==> src/hdl/tcrb_pkg.sv <==
// ----------------------------------------------------------------------------
// shared constants and types of the third timer
// ----------------------------------------------------------------------------
package tcrb_pkg;

  // --------------------------------------------------------------------------
  // special function register addresses
  // --------------------------------------------------------------------------
  localparam logic [7:0] TCRB_ADDR_CLOCK_SPEED_CONTROL = 8'h8e;
  localparam logic [7:0] TCRB_ADDR_TIMER_CONTROL = 8'hc8;
  localparam logic [7:0] TCRB_ADDR_RELOAD_CAPTURE_LOW = 8'hca;
  localparam logic [7:0] TCRB_ADDR_RELOAD_CAPTURE_HIGH = 8'hcb;
  localparam logic [7:0] TCRB_ADDR_COUNTER_LOW_BYTE = 8'hcc;
  localparam logic [7:0] TCRB_ADDR_COUNTER_HIGH_BYTE = 8'hcd;

  // --------------------------------------------------------------------------
  // values after reset
  // --------------------------------------------------------------------------
  localparam logic [7:0] TCRB_RST_CLOCK_SPEED_CONTROL = 8'h01;
  localparam logic [7:0] TCRB_RST_TIMER_CONTROL = 8'h00;
  localparam logic [15:0] TCRB_RST_RELOAD_CAPTURE = 16'h0000;
  localparam logic [15:0] TCRB_RST_COUNTER = 16'h0000;
  localparam logic [7:0] TCRB_RST_READ_DATA = 8'h00;
  localparam logic TCRB_RST_PIN_LEVEL = 1'b1;

  // --------------------------------------------------------------------------
  // field positions
  // --------------------------------------------------------------------------
  localparam int TCRB_FAST_DIVIDE_BIT = 5;

  // --------------------------------------------------------------------------
  // clocks per tick and counter limits
  // --------------------------------------------------------------------------
  localparam logic [3:0] TCRB_DIV_SLOW = 4'hc;
  localparam logic [3:0] TCRB_DIV_FAST = 4'h4;
  localparam logic [3:0] TCRB_DIV_BAUD = 4'h2;
  localparam logic [3:0] TCRB_PRESC_ZERO = 4'h0;
  localparam logic [15:0] TCRB_COUNT_MAX = 16'hffff;
  localparam logic [15:0] TCRB_COUNT_ONE = 16'h0001;

  // timer control register layout, bit 7 first
  typedef struct packed {
    logic overflow_flag;
    logic external_event_flag;
    logic rx_baud_select;
    logic tx_baud_select;
    logic ext_edge_enable;
    logic run_control;
    logic count_source_select;
    logic capture_not_reload;
  } tcrb_ctrl_t;

  // one register access from the core
  typedef struct packed {
    logic [7:0] addr;
    logic wr;
    logic rd;
    logic [7:0] wdata;
  } tcrb_sfr_req_t;

  // the two timer pins, already synchronous to the clock
  typedef struct packed {
    logic ext_count_pin;
    logic ext_trigger_pin;
  } tcrb_pins_t;

  // state of a falling edge detector
  typedef struct packed {
    logic prev;
    logic fall;
  } tcrb_fall_state_t;

  // state of the timer
  typedef struct packed {
    tcrb_ctrl_t ctrl;
    logic [7:0] clock_speed_control;
    logic [15:0] reload_capture;
    logic [15:0] counter;
    logic [3:0] presc;
    logic [7:0] rdata;
    logic irq;
    logic tx_tick;
    logic rx_tick;
  } tcrb_state_t;

endpackage

==> src/hdl/tcrb_fall.sv <==
`timescale 1ns/1ns
`default_nettype none
// ----------------------------------------------------------------------------
// falling edge detector, one registered pulse per high-to-low transition
// ----------------------------------------------------------------------------
module tcrb_fall (
  // clock and reset
  input wire logic clk_sys,
  input wire logic reset_n,
  // pin level
  input wire logic pin,
  // one-cycle pulse
  output logic fall
);
  import tcrb_pkg::*;

  tcrb_fall_state_t st_ff;
  tcrb_fall_state_t nxt_st;

  // pin idles high after reset so no false edge is seen
  always_comb begin
    nxt_st = st_ff;
    nxt_st.prev = pin;
    nxt_st.fall = st_ff.prev & ~pin;
  end

  // state register
  always_ff @(posedge clk_sys or negedge reset_n) begin
    if (!reset_n) begin
      st_ff <= '{prev: TCRB_RST_PIN_LEVEL, fall: 1'b0};
    end else begin
      st_ff <= nxt_st;
    end
  end

  assign fall = st_ff.fall;

endmodule
`default_nettype wire

==> src/hdl/tcrb_timer.sv <==
`timescale 1ns/1ns
`default_nettype none
module tcrb_timer (
  // clock and reset
  input wire logic CLK_SYS,
  input wire logic RESET_N,
  // special function register access
  input wire tcrb_pkg::tcrb_sfr_req_t SFR_REQ,
  output var logic [7:0] SFR_RDATA,
  // timer pins
  input wire tcrb_pkg::tcrb_pins_t PINS,
  // interrupt and serial port shift clocks
  output var logic TIMER_IRQ,
  output var logic BAUD_TX_TICK,
  output var logic BAUD_RX_TICK
);
  import tcrb_pkg::*;

  tcrb_state_t st_ff;
  tcrb_state_t nxt_st;
  logic count_fall;
  logic trig_fall;
  logic baud_mode;
  logic presc_tick;
  logic advance;
  logic rollover;
  logic trig_event;
  logic [3:0] divisor;

  // --------------------------------------------------------------------------
  // pin edge detection
  // --------------------------------------------------------------------------
  tcrb_fall u_count_fall (
    .clk_sys(CLK_SYS),
    .reset_n(RESET_N),
    .pin(PINS.ext_count_pin),
    .fall(count_fall)
  );

  tcrb_fall u_trig_fall (
    .clk_sys(CLK_SYS),
    .reset_n(RESET_N),
    .pin(PINS.ext_trigger_pin),
    .fall(trig_fall)
  );

  // address match used by read and write paths
  function automatic logic hit(input logic [7:0] addr, input logic [7:0] reg_addr);
    hit = (addr == reg_addr);
  endfunction

  // --------------------------------------------------------------------------
  // mode and tick decode
  // --------------------------------------------------------------------------
  always_comb begin
    baud_mode = st_ff.ctrl.rx_baud_select | st_ff.ctrl.tx_baud_select;
    if (baud_mode) begin
      divisor = TCRB_DIV_BAUD;
    end else if (st_ff.clock_speed_control[TCRB_FAST_DIVIDE_BIT]) begin
      divisor = TCRB_DIV_FAST;
    end else begin
      divisor = TCRB_DIV_SLOW;
    end
    presc_tick = (st_ff.presc == divisor - 4'h1);
    // source select picks clock ticks or count pin falls
    advance = st_ff.ctrl.run_control &&
              (st_ff.ctrl.count_source_select ? count_fall : presc_tick);
    rollover = advance && (st_ff.counter == TCRB_COUNT_MAX);
    trig_event = trig_fall && st_ff.ctrl.ext_edge_enable;
  end

  // --------------------------------------------------------------------------
  // next state
  // --------------------------------------------------------------------------
  always_comb begin
    nxt_st = st_ff;
    nxt_st.tx_tick = 1'b0;
    nxt_st.rx_tick = 1'b0;
    nxt_st.rdata = TCRB_RST_READ_DATA;

    // prescaler runs whenever run_control is set, whichever count source is selected
    if (!st_ff.ctrl.run_control || presc_tick || st_ff.presc >= divisor) begin
      nxt_st.presc = TCRB_PRESC_ZERO;
    end else begin
      nxt_st.presc = st_ff.presc + 4'h1;
    end

    // software writes first so hardware flag sets win below
    if (SFR_REQ.wr) begin
      if (hit(SFR_REQ.addr, TCRB_ADDR_CLOCK_SPEED_CONTROL)) begin
        nxt_st.clock_speed_control = SFR_REQ.wdata;
      end
      if (hit(SFR_REQ.addr, TCRB_ADDR_TIMER_CONTROL)) begin
        nxt_st.ctrl = tcrb_ctrl_t'(SFR_REQ.wdata);
      end
      if (hit(SFR_REQ.addr, TCRB_ADDR_RELOAD_CAPTURE_LOW)) begin
        nxt_st.reload_capture[7:0] = SFR_REQ.wdata;
      end
      if (hit(SFR_REQ.addr, TCRB_ADDR_RELOAD_CAPTURE_HIGH)) begin
        nxt_st.reload_capture[15:8] = SFR_REQ.wdata;
      end
    end

    // counting, always upward
    if (advance) begin
      nxt_st.counter = st_ff.counter + TCRB_COUNT_ONE;
    end

    if (baud_mode) begin
      // auto-reload regardless of capture_not_reload
      if (rollover) begin
        nxt_st.counter = st_ff.reload_capture;
        nxt_st.tx_tick = st_ff.ctrl.tx_baud_select;
        nxt_st.rx_tick = st_ff.ctrl.rx_baud_select;
      end
      if (trig_event) begin
        nxt_st.ctrl.external_event_flag = 1'b1;
      end
    end else if (st_ff.ctrl.capture_not_reload) begin
      if (rollover) begin
        nxt_st.ctrl.overflow_flag = 1'b1;
      end
      if (trig_event) begin
        nxt_st.reload_capture = st_ff.counter;
        nxt_st.ctrl.external_event_flag = 1'b1;
      end
    end else begin
      if (rollover) begin
        nxt_st.ctrl.overflow_flag = 1'b1;
        nxt_st.counter = st_ff.reload_capture;
      end
      if (trig_event) begin
        nxt_st.counter = st_ff.reload_capture;
        nxt_st.ctrl.external_event_flag = 1'b1;
      end
    end

    // software counter writes override counting in the same cycle
    if (SFR_REQ.wr && hit(SFR_REQ.addr, TCRB_ADDR_COUNTER_LOW_BYTE)) begin
      nxt_st.counter[7:0] = SFR_REQ.wdata;
    end
    if (SFR_REQ.wr && hit(SFR_REQ.addr, TCRB_ADDR_COUNTER_HIGH_BYTE)) begin
      nxt_st.counter[15:8] = SFR_REQ.wdata;
    end

    // interrupt request is the OR of both flags
    nxt_st.irq = nxt_st.ctrl.overflow_flag | nxt_st.ctrl.external_event_flag;

    // registered read data, zero for unmapped addresses
    if (SFR_REQ.rd) begin
      if (hit(SFR_REQ.addr, TCRB_ADDR_CLOCK_SPEED_CONTROL)) begin
        nxt_st.rdata = st_ff.clock_speed_control;
      end else if (hit(SFR_REQ.addr, TCRB_ADDR_TIMER_CONTROL)) begin
        nxt_st.rdata = st_ff.ctrl;
      end else if (hit(SFR_REQ.addr, TCRB_ADDR_RELOAD_CAPTURE_LOW)) begin
        nxt_st.rdata = st_ff.reload_capture[7:0];
      end else if (hit(SFR_REQ.addr, TCRB_ADDR_RELOAD_CAPTURE_HIGH)) begin
        nxt_st.rdata = st_ff.reload_capture[15:8];
      end else if (hit(SFR_REQ.addr, TCRB_ADDR_COUNTER_LOW_BYTE)) begin
        nxt_st.rdata = st_ff.counter[7:0];
      end else if (hit(SFR_REQ.addr, TCRB_ADDR_COUNTER_HIGH_BYTE)) begin
        nxt_st.rdata = st_ff.counter[15:8];
      end else begin
        nxt_st.rdata = TCRB_RST_READ_DATA;
      end
    end
  end

  // --------------------------------------------------------------------------
  // state register
  // --------------------------------------------------------------------------
  always_ff @(posedge CLK_SYS or negedge RESET_N) begin
    if (!RESET_N) begin
      st_ff.ctrl <= tcrb_ctrl_t'(TCRB_RST_TIMER_CONTROL);
      st_ff.clock_speed_control <= TCRB_RST_CLOCK_SPEED_CONTROL;
      st_ff.reload_capture <= TCRB_RST_RELOAD_CAPTURE;
      st_ff.counter <= TCRB_RST_COUNTER;
      st_ff.presc <= TCRB_PRESC_ZERO;
      st_ff.rdata <= TCRB_RST_READ_DATA;
      st_ff.irq <= 1'b0;
      st_ff.tx_tick <= 1'b0;
      st_ff.rx_tick <= 1'b0;
    end else begin
      st_ff <= nxt_st;
    end
  end

  // outputs straight from flip-flops
  assign SFR_RDATA = st_ff.rdata;
  assign TIMER_IRQ = st_ff.irq;
  assign BAUD_TX_TICK = st_ff.tx_tick;
  assign BAUD_RX_TICK = st_ff.rx_tick;

endmodule
`default_nettype wire

==> config.mk <==
export PLATFORM = sky130hd
export DESIGN_NAME = tcrb_timer
export DESIGN_NICKNAME = d
export VERILOG_FILES = /design/src/hdl/tcrb_pkg.sv /design/src/hdl/tcrb_fall.sv /design/src/hdl/tcrb_timer.sv
export SDC_FILE = /design/constraint.sdc
export NUM_CORES = 1
export LEC_CHECK = 0
export ABC_CLOCK_PERIOD_IN_PS = 4800
export BUFFER_PORTS_ARGS = -buffer_cell sky130_fd_sc_hd__clkbuf_2
export CORE_MARGIN = 2
export CORE_UTILIZATION = 64
export CTS_CLUSTER_DIAMETER = 120
export DETAILED_ROUTE_END_ITERATION = 10
export MAX_ROUTING_LAYER = met4
export PLACE_DENSITY = 0.85
export SLEW_MARGIN = 15
export SYNTH_ARGS = -nofsm -noshare
export SYNTH_HDL_FRONTEND = slang
export SYNTH_HIERARCHICAL = 1
export SYNTH_SLANG_ARGS = --single-unit
==> constraint.sdc <==
create_clock -name CLK_SYS -period 4.8 [get_ports CLK_SYS]
set_input_delay 0.48 -clock CLK_SYS [delete_from_list [all_inputs] [get_ports CLK_SYS]]
set_output_delay 0.48 -clock CLK_SYS [all_outputs]
set_load 0.02 [all_outputs]
== Word-level counts from Yosys, hierarchy flattened ==
Index checks and enable logic that the tools add are counted.
Word-level totals
  word-level logic and storage cells: 79
  register bits: 67
  output and inout bits: 11
  bits of input ports: 22
Cells by class
  bitwise gates (word level): 6
  $add $sub $neg: 3
  muxes and demuxes: 31
  reduce and logical (&&, ||, !) cells: 10
  order comparisons: 1
  equality and inequality tests: 8
Operators by type and width (count)
  16-bit 2-to-1 mux: 8
  8-bit 2-to-1 mux: 13
  8-bit equality test, second input constant: 6
  32-bit 2-to-1 mux: 1
  16-bit by 1-bit adder with 16-bit output, second input constant: 1
  16-bit equality test, second input constant: 1
  4-bit 2-to-1 mux: 3
  1-bit logical AND: 5
  4-bit by 1-bit adder with 4-bit output, second input constant: 1
  4-bit equality test: 1
  4-bit greater-or-equal comparator: 1
  1-bit 2-to-1 mux: 4
  2-bit 2-to-1 mux: 2
  2-bit AND reduction: 2
  4-bit by 1-bit subtractor with 4-bit output, second input constant: 1
  1-bit AND: 2
  1-bit logical OR: 2
  1-bit NOT: 2
  1-bit bitwise OR: 2
  1-bit zero test: 1

== Depth between registers and ports, before layout ==
Gate-level depths: netlist (run 1).
  depth in word-level cells: 12
  mapped depth: 10
  mapped depth without buffers: 8

== By module ==
Netlist (run 1), hierarchy kept.
Modules (own cells, without submodules)
  tcrb_timer: instances 1, area each 3656.0 um^2, seq. area each 1577.8 um^2, cells an instance 383
  tcrb_fall: instances 2, area each 65.1 um^2, seq. area each 51.3 um^2, cells an instance 3

== Least setup slack after synthesis (run 1) ==
No wires, ideal clock.
  path type: reg-to-reg
  from: register st_ff[59] (netlist bit)
  to: register st_ff[18] (netlist bit)
  library setup time: 92 ps
  arrival time: 2567 ps
  slack: 2141 ps
  cell stages (with the launch flop): 11
  path buffers: 2
  path through: dfrtp_1 > or3_1 > ha_1 > and4bb_2 > a32oi_2 > or3_1 > buf_2 > o21a_1 > buf_6 > and2_4 > o31ai_2
RTL lines
  start: declaration: line tcrb_timer.sv:19  | tcrb_state_t st_ff;
  start signal: assignment: line tcrb_timer.sv:184  | st_ff <= nxt_st;

==> flow_metrics.env, run 1 <==
export IMPL_status="finished, final reports clean"
export IMPL_worstSkewPairLatency_ns=0.35
export IMPL_holdPathStages=1
export IMPL_grt_pass1_wl_um=15500
export IMPL_cpMostUsedCell="or3_1"
export IMPL_r2r_cells=8
export IMPL_ir_drop_v=0.000209
export IMPL_crit_path_end_kind="flip-flop"
export IMPL_cts_max_level=3
export IMPL_worstPathRequired_ns=4.99
export IMPL_core_region_area_mm2=0.00582
export IMPL_powerDensity_mw_per_mm2=334
export IMPL_place_congestion=0.962
export IMPL_startpoint_type="flip-flop"
export IMPL_cts_root_buffer="clkbuf_8"
export IMPL_hold_path_class="in2reg"
export IMPL_synth_edf_count=0
export IMPL_synthArstFlopShare_pct=100
export IMPL_die_area_mm2=0.00655
export IMPL_area_delta_synth_final_pct=8.89
export IMPL_setup_viol=0
export IMPL_crit_path_cell_trace="or3_1, ha_1, and4bb_2, a32oi_2, or3_1, o21a_1, mux2i_1, o21ai_0"
export IMPL_initial_core_util_pct=65.1
export IMPL_top_layer="met4"
export IMPL_grt_total_usage_pct=33.4
export IMPL_post_cts_setup_buffers=0
export IMPL_ys_warn_count=6
export IMPL_synth_ff_type="dfrtp_1"
export IMPL_yosys_area_top_type="dfrtp_1"
export IMPL_die_w_um=80.9
export IMPL_nets=431
export IMPL_wl_met2_um=4550
export IMPL_drive_above_1_share_pct=20.0
export IMPL_syn_instance_count=389
export IMPL_grt_max_degree=68
export IMPL_hold_buffers=0
export IMPL_worst_path_max_fanout=16
export IMPL_layout_common_cells="64 x dfrtp_1, 48 x nor2_1, 32 x nand2_1"
export IMPL_rows=28
export IMPL_dr_first_iter_drc_count=350
export IMPL_layout_commonest_cell="dfrtp_1"
export IMPL_power_total_mw=1.38
export IMPL_cts_made_buffers=9
export IMPL_wl_per_cell_um=20.2
export IMPL_fill_cells=435
export IMPL_portBuffers=32
export IMPL_die_y_um=80.9
export IMPL_yosysUniqueCellTypes=61
export IMPL_finalClockSkew_ns=0.0158
export IMPL_hpwl_um=6640
export IMPL_maxCapViolCount=0
export IMPL_grt_overflow=0
export IMPL_fin_crit_sh_pct=70.4
export IMPL_drv_slew=0
export IMPL_synth_top_cell_area_share_pct=42.3
export IMPL_viasPerCell=6.50
export IMPL_wl_met1_um=3880
export IMPL_ys_seq_elements=67
export IMPL_synth_area_per_cell_um2=9.73
export IMPL_cts_tree="yes"
export IMPL_seq_area_frac_synth_pct=44.4
export IMPL_num_vias=3161
export IMPL_holdWs_ns=0.243
export IMPL_hold_viol_final=0
export IMPL_diodes=0
export IMPL_drc=0
export IMPL_critical_path_top_delay_family="compound AO/OA/AOI/OAI gates"
export IMPL_cts_resized=0
export IMPL_maxSlewHeadroom_pct=42.5
export IMPL_p_leak_nw=1.81
export IMPL_path_class="reg2reg"
export IMPL_fin_util_pct=70.9
export IMPL_clock_sinks=67
export IMPL_crit_slowest_cell="a32oi_2"
export IMPL_grt_pass1_vias=3077
export IMPL_wl_um=9810
export IMPL_postRouteAntennaNets=0
export IMPL_period_needed_ns=3.38
export IMPL_ioPinCount=33
export IMPL_synth_nets=414
export IMPL_synth_area_top_cells="dfrtp_1 42%, mux2i_1 7.4%, nor2_1 4.9%"
export IMPL_cp_depth=8
export IMPL_cts_buffer_depth=2
export IMPL_tns_ns=0
export IMPL_clk_pin_slew_worst_paths_ns=0.08
export IMPL_dr_pass1_iters=5
export IMPL_worst_slew_pin_slew_ns=0.860
export IMPL_crit_path_max_incr_delay_ns=0.61
export IMPL_synth_area_mm2=0.00379
export IMPL_worst_path_buf_inv=0
export IMPL_wl_met3_um=1010
export IMPL_antenna_found_initial=0
export IMPL_rsz0062_at_grt="no"
export IMPL_fmax_mhz=296
export IMPL_cp_arrival_ns=3.56
cells in the mapped netlist (4+ instances only):
master / number
or3_1: 6
clkbuf_1: 11
a22oi_1: 6
xor2_1: 11
a21oi_1: 18
mux2i_1: 28
o21ai_0: 10
a221oi_1: 11
nand2_1: 32
dfrtp_1: 64
buf_4: 9
buf_2: 5
a21boi_0: 6
nor3_1: 11
mux2_2: 15
nand3_1: 23
xnor2_1: 5
nor2_1: 49
and2_1: 5
inv_1: 4
path summary, 6_finish.rpt:
| kind | slack [ns] | from | to |
|---|---|---|---|
| min in group asynchronous | 0.31 | RESET_N | st_ff[49] |
| worst max register to register | 1.42 | st_ff[59] | st_ff[16] |
| worst max-delay path | 1.42 | st_ff[59] | st_ff[16] |
| worst min-delay path | 0.24 | PINS[0] | u_trig_fall/st_ff[1] |
| max in group asynchronous | 3.93 | RESET_N | st_ff[23] |
| worst min register to register | 0.48 | u_count_fall/st_ff[1] | u_count_fall/fall |
routing by layer:
| metal | vias up | global-route usage [%] |
|---|---|---|
| li1 | 1430 | - |
| met1 | 1491 | 39.8 |
| met2 | 203 | 50.6 |
| met3 | 37 | 9.78 |
| met4 | 0 | 19.5 |
| met5 | - | - |
registers in the layout, summed over array words and instances (netlist names):
register,flops
u_trig_fall/st_ff,1
st_ff,52
u_count_fall/fall,1
TIMER_IRQ,1
SFR_RDATA,8
u_trig_fall/fall,1
BAUD_TX_TICK,1
u_count_fall/st_ff,1
BAUD_RX_TICK,1
where the power goes:
group          internal, mW  total (mW)  switching (mW)
clock network         0.291       0.516           0.225
logic                0.0823       0.176          0.0937
registers             0.611       0.685          0.0735
worst register-to-register path: stages, from the launching register on:
cell and delay (ns):
dfrtp_1 0.46, or3_1 0.40, ha_1 0.29, and4bb_2 0.27, a32oi_2 0.61, or3_1 0.34, o21a_1 0.48, mux2i_1 0.25
o21ai_0 0.11
final cells by class:
| cell class | count | area, um^2 | area share (%) |
|---|---|---|---|
| well taps | 75 | 93.8 | 2.28 |
| clock buffers | 9 | 124 | 3.00 |
| repair buffers | 33 | 168 | 4.07 |
| flip-flops and latches | 67 | 1680 | 40.8 |
| inverters | 4 | 15.0 | 0.364 |
| multi-input cells | 291 | 1950 | 47.3 |
| clock inverters | 7 | 92.6 | 2.25 |
stage by stage:
step,setup WS [ns],instance area (um^2),instances
2_1_floorplan,2.14,3790,389
3_3_place_gp,1.63,3900,470
3_5_place_dp,1.49,3900,470
4_1_cts,1.43,4120,486
5_1_grt,1.28,4120,486
6_report,1.42,4120,486
cell families after synthesis:
group                      count (synthesis)  share of synthesized area, %
muxes                                     43                          11.9
xor gates and xnor gates                  16                          3.70
adders and majority gates                  4                          1.26
buffers and inverters                     31                          4.33
DFF                                       67                          44.4
and+or+nand+nor                          152                          20.1
AOI/OAI and AO/OA                         76                          14.4
(Power assumes the default switching activity.)
==> run 2, diff against run 1 <==
--- a/config.mk
+++ b/config.mk
@@ -5,14 +5,14 @@
 export SDC_FILE = /design/constraint.sdc
 export NUM_CORES = 1
 export LEC_CHECK = 0
-export ABC_CLOCK_PERIOD_IN_PS = 4800
+export ABC_CLOCK_PERIOD_IN_PS = 2800
 export BUFFER_PORTS_ARGS = -buffer_cell sky130_fd_sc_hd__clkbuf_2
 export CORE_MARGIN = 2
-export CORE_UTILIZATION = 64
+export CORE_UTILIZATION = 54
 export CTS_CLUSTER_DIAMETER = 120
 export DETAILED_ROUTE_END_ITERATION = 10
 export MAX_ROUTING_LAYER = met4
-export PLACE_DENSITY = 0.85
+export PLACE_DENSITY = 0.76
 export SLEW_MARGIN = 15
 export SYNTH_ARGS = -nofsm -noshare
 export SYNTH_HDL_FRONTEND = slang
==> constraint.sdc (replaced) <==
create_clock -name CLK_SYS -period 2.8 [get_ports CLK_SYS]
set_input_delay 0.28 -clock CLK_SYS [delete_from_list [all_inputs] [get_ports CLK_SYS]]
set_output_delay 0.28 -clock CLK_SYS [all_outputs]
set_load 0.02 [all_outputs]
==> run 2 against run 1 <==
Compared with the run above: the flow now finishes with violations (hold timing); final area grew 3.8%; first-iteration DRC count shrank 21%; worst setup slack worse by 1.3 ns; combinational power grew 78%; hold slack got worse by 0.25 ns; core utilization decreased by 7.9 points; non-clock buffer count up 17; sequential power rose by 71%; sequential share of layout area shrank 1.5 points; wire length up 1.4%; maximum frequency grew 27%; flip-flop and latch count unchanged; largest cell class unchanged; largest power group unchanged.
==> flow_metrics.env, run 2 (synthesized netlist as in run 1, its figures left out) <==
export IMPL_grt_total_usage_pct=29.1
export IMPL_dr_first_iter_drc_count=275
export IMPL_cp_arrival_ns=2.95
export IMPL_diodes=0
export IMPL_dp_cells=506
export IMPL_hold_path_class="in2async"
export IMPL_drive_above_1_share_pct=22.4
export IMPL_postRouteAntennaNets=0
export IMPL_rsz0062_at_grt="no"
export IMPL_worst_path_max_fanout=5
export IMPL_fill_cells=568
export IMPL_rrSetupSlack_ns=0.13
export IMPL_hold_buffers=0
export IMPL_timing_rr_end="st_ff[23]"
export IMPL_nets=448
export IMPL_core_region_area_mm2=0.00679
export IMPL_worstSkewPairLatency_ns=0.35
export IMPL_largest_reg_flops=52
export IMPL_maxCapViolCount=0
export IMPL_die_w_um=87.7
export IMPL_grt_pass1_vias=3099
export IMPL_place_congestion=0.936
export IMPL_wl_per_cell_um=19.0
export IMPL_cts_max_level=3
export IMPL_cts_root_buffer="clkbuf_8"
export IMPL_powerDensity_mw_per_mm2=542
export IMPL_p_leak_nw=1.89
export IMPL_area_delta_synth_final_pct=13.0
export IMPL_maxSlewHeadroom_pct=50.2
export IMPL_ir_drop_v=0.000313
export IMPL_drv_slew=0
export IMPL_cts_made_buffers=9
export IMPL_rows=30
export IMPL_ioPinCount=33
export IMPL_worst_slew_pin_slew_ns=0.747
export IMPL_portBuffers=32
export IMPL_cts_buffer_depth=2
export IMPL_layout_common_cells="64 x dfrtp_1, 49 x nor2_1, 32 x nand2_1"
export IMPL_die_area_mm2=0.00770
export IMPL_crit_path_end_kind="flip-flop"
export IMPL_status="complete, but fails checks"
export IMPL_drc=0
export IMPL_initial_core_util_pct=55.7
export IMPL_setup_viol=0
export IMPL_cts_tree="yes"
export IMPL_regMostFlops="st_ff"
export IMPL_grt_pass1_wl_um=16100
export IMPL_grt_max_degree=37
export IMPL_grt_overflow=0
export IMPL_fin_crit_sh_pct=95.3
export IMPL_tns_ns=0
export IMPL_antenna_found_initial=0
export IMPL_clock_sinks=67
export IMPL_period_needed_ns=2.67
export IMPL_hold_viol_final=15
export IMPL_startpoint_type="flip-flop"
export IMPL_clk_pin_slew_worst_paths_ns=0.07
export IMPL_holdWs_ns=-0.00953
export IMPL_viasPerCell=6.18
export IMPL_timing_rr_start="st_ff[59]"
export IMPL_num_vias=3237
export IMPL_die_y_um=87.7
export IMPL_violations="hold timing"
export IMPL_wl_um=9950
export IMPL_fin_util_pct=63.0
export IMPL_fmax_mhz=375
export IMPL_r2r_cells=8
export IMPL_path_class="reg2reg"
export IMPL_layout_cells_non_filler=524
export IMPL_dr_pass1_iters=5
export IMPL_layout_commonest_cell="dfrtp_1"
export IMPL_worstPathRequired_ns=3.08
export IMPL_finalClockSkew_ns=0.00925
export IMPL_hpwl_um=7030
==> run 2: changes by cell type in the layout (fill, tap and decap cells not counted), moves of 2 or more <==
cell      change
clkbuf_1      +2
clkbuf_8      +2
buf_4        +16
clkinv_2      -3
==> run 2: worst max path at each step <==
stage	start	to	slack (ns)
final	st_ff[59]	st_ff[23]	0.13
after floorplan	st_ff[59]	st_ff[18]	0.14
after detailed placement	st_ff[59]	st_ff[18]	0.01
after global placement	st_ff[59]	st_ff[18]	0.08
after global routing	st_ff[59]	st_ff[18]	0.007
after CTS	st_ff[59]	st_ff[19]	0.05
==> run 2: cell type report <==
class | instances | area [um^2] | share of cell area, %
well taps | 96 | 120 | 2.81
flip-flops and latches | 67 | 1680 | 39.3
inverters | 4 | 15.0 | 0.351
clock inverters | 3 | 46.3 | 1.08
clock buffers | 13 | 159 | 3.71
repair buffers | 50 | 308 | 7.20
multi-input cells | 291 | 1950 | 45.6
==> run 2: worst max-delay path, cell delays in order (launching register included) <==
cell and delay [ns]:
dfrtp_1 0.38, or3_1 0.37, ha_1 0.29, and4bb_2 0.29, a32oi_2 0.12, or3_1 0.49, a211o_1 0.33, o2111ai_1 0.11
o2111a_1 0.22
==> run 2: routing by layer <==
metal / vias up / global-route usage (%) / part of all wire (%)
li1: 1468 / - / -
met1: 1598 / 39.1 / 44
met2: 150 / 44.9 / 47
met3: 21 / 5.09 / 6.7
met4: 0 / 9.79 / 2.1
met5: - / - / 0
==> run 2: through the flow <==
step	power [mW]	area [um^2]	worst slack (ns)	hold WS, ns
finish	2.32	4280	0.131	-0.00953
global route	2.43	4280	0.00686	0.0289
CTS	2.32	4260	0.0522	0.0163
detailed placement	1.49	4050	0.00962	0.396
global placement	1.48	4050	0.0764	0.379
floorplan	1.37	3790	0.141	-0.0156
==> run 2: where the power goes <==
group	switching, mW	internal (mW)	total (mW)
clock network	0.374	0.462	0.836
registers	0.123	1.05	1.17
logic	0.164	0.148	0.313
==> run 2: what timing repair did <==
| action | in CTS | in global routing |
|---|---|---|
| gates resized for setup | 1 | 1 |
| endpoints found under the setup margin | 1 | 3 |
| cloned | 0 | 0 |
| setup buffers | 0 | 2 |
| pin swaps | 0 | 1 |
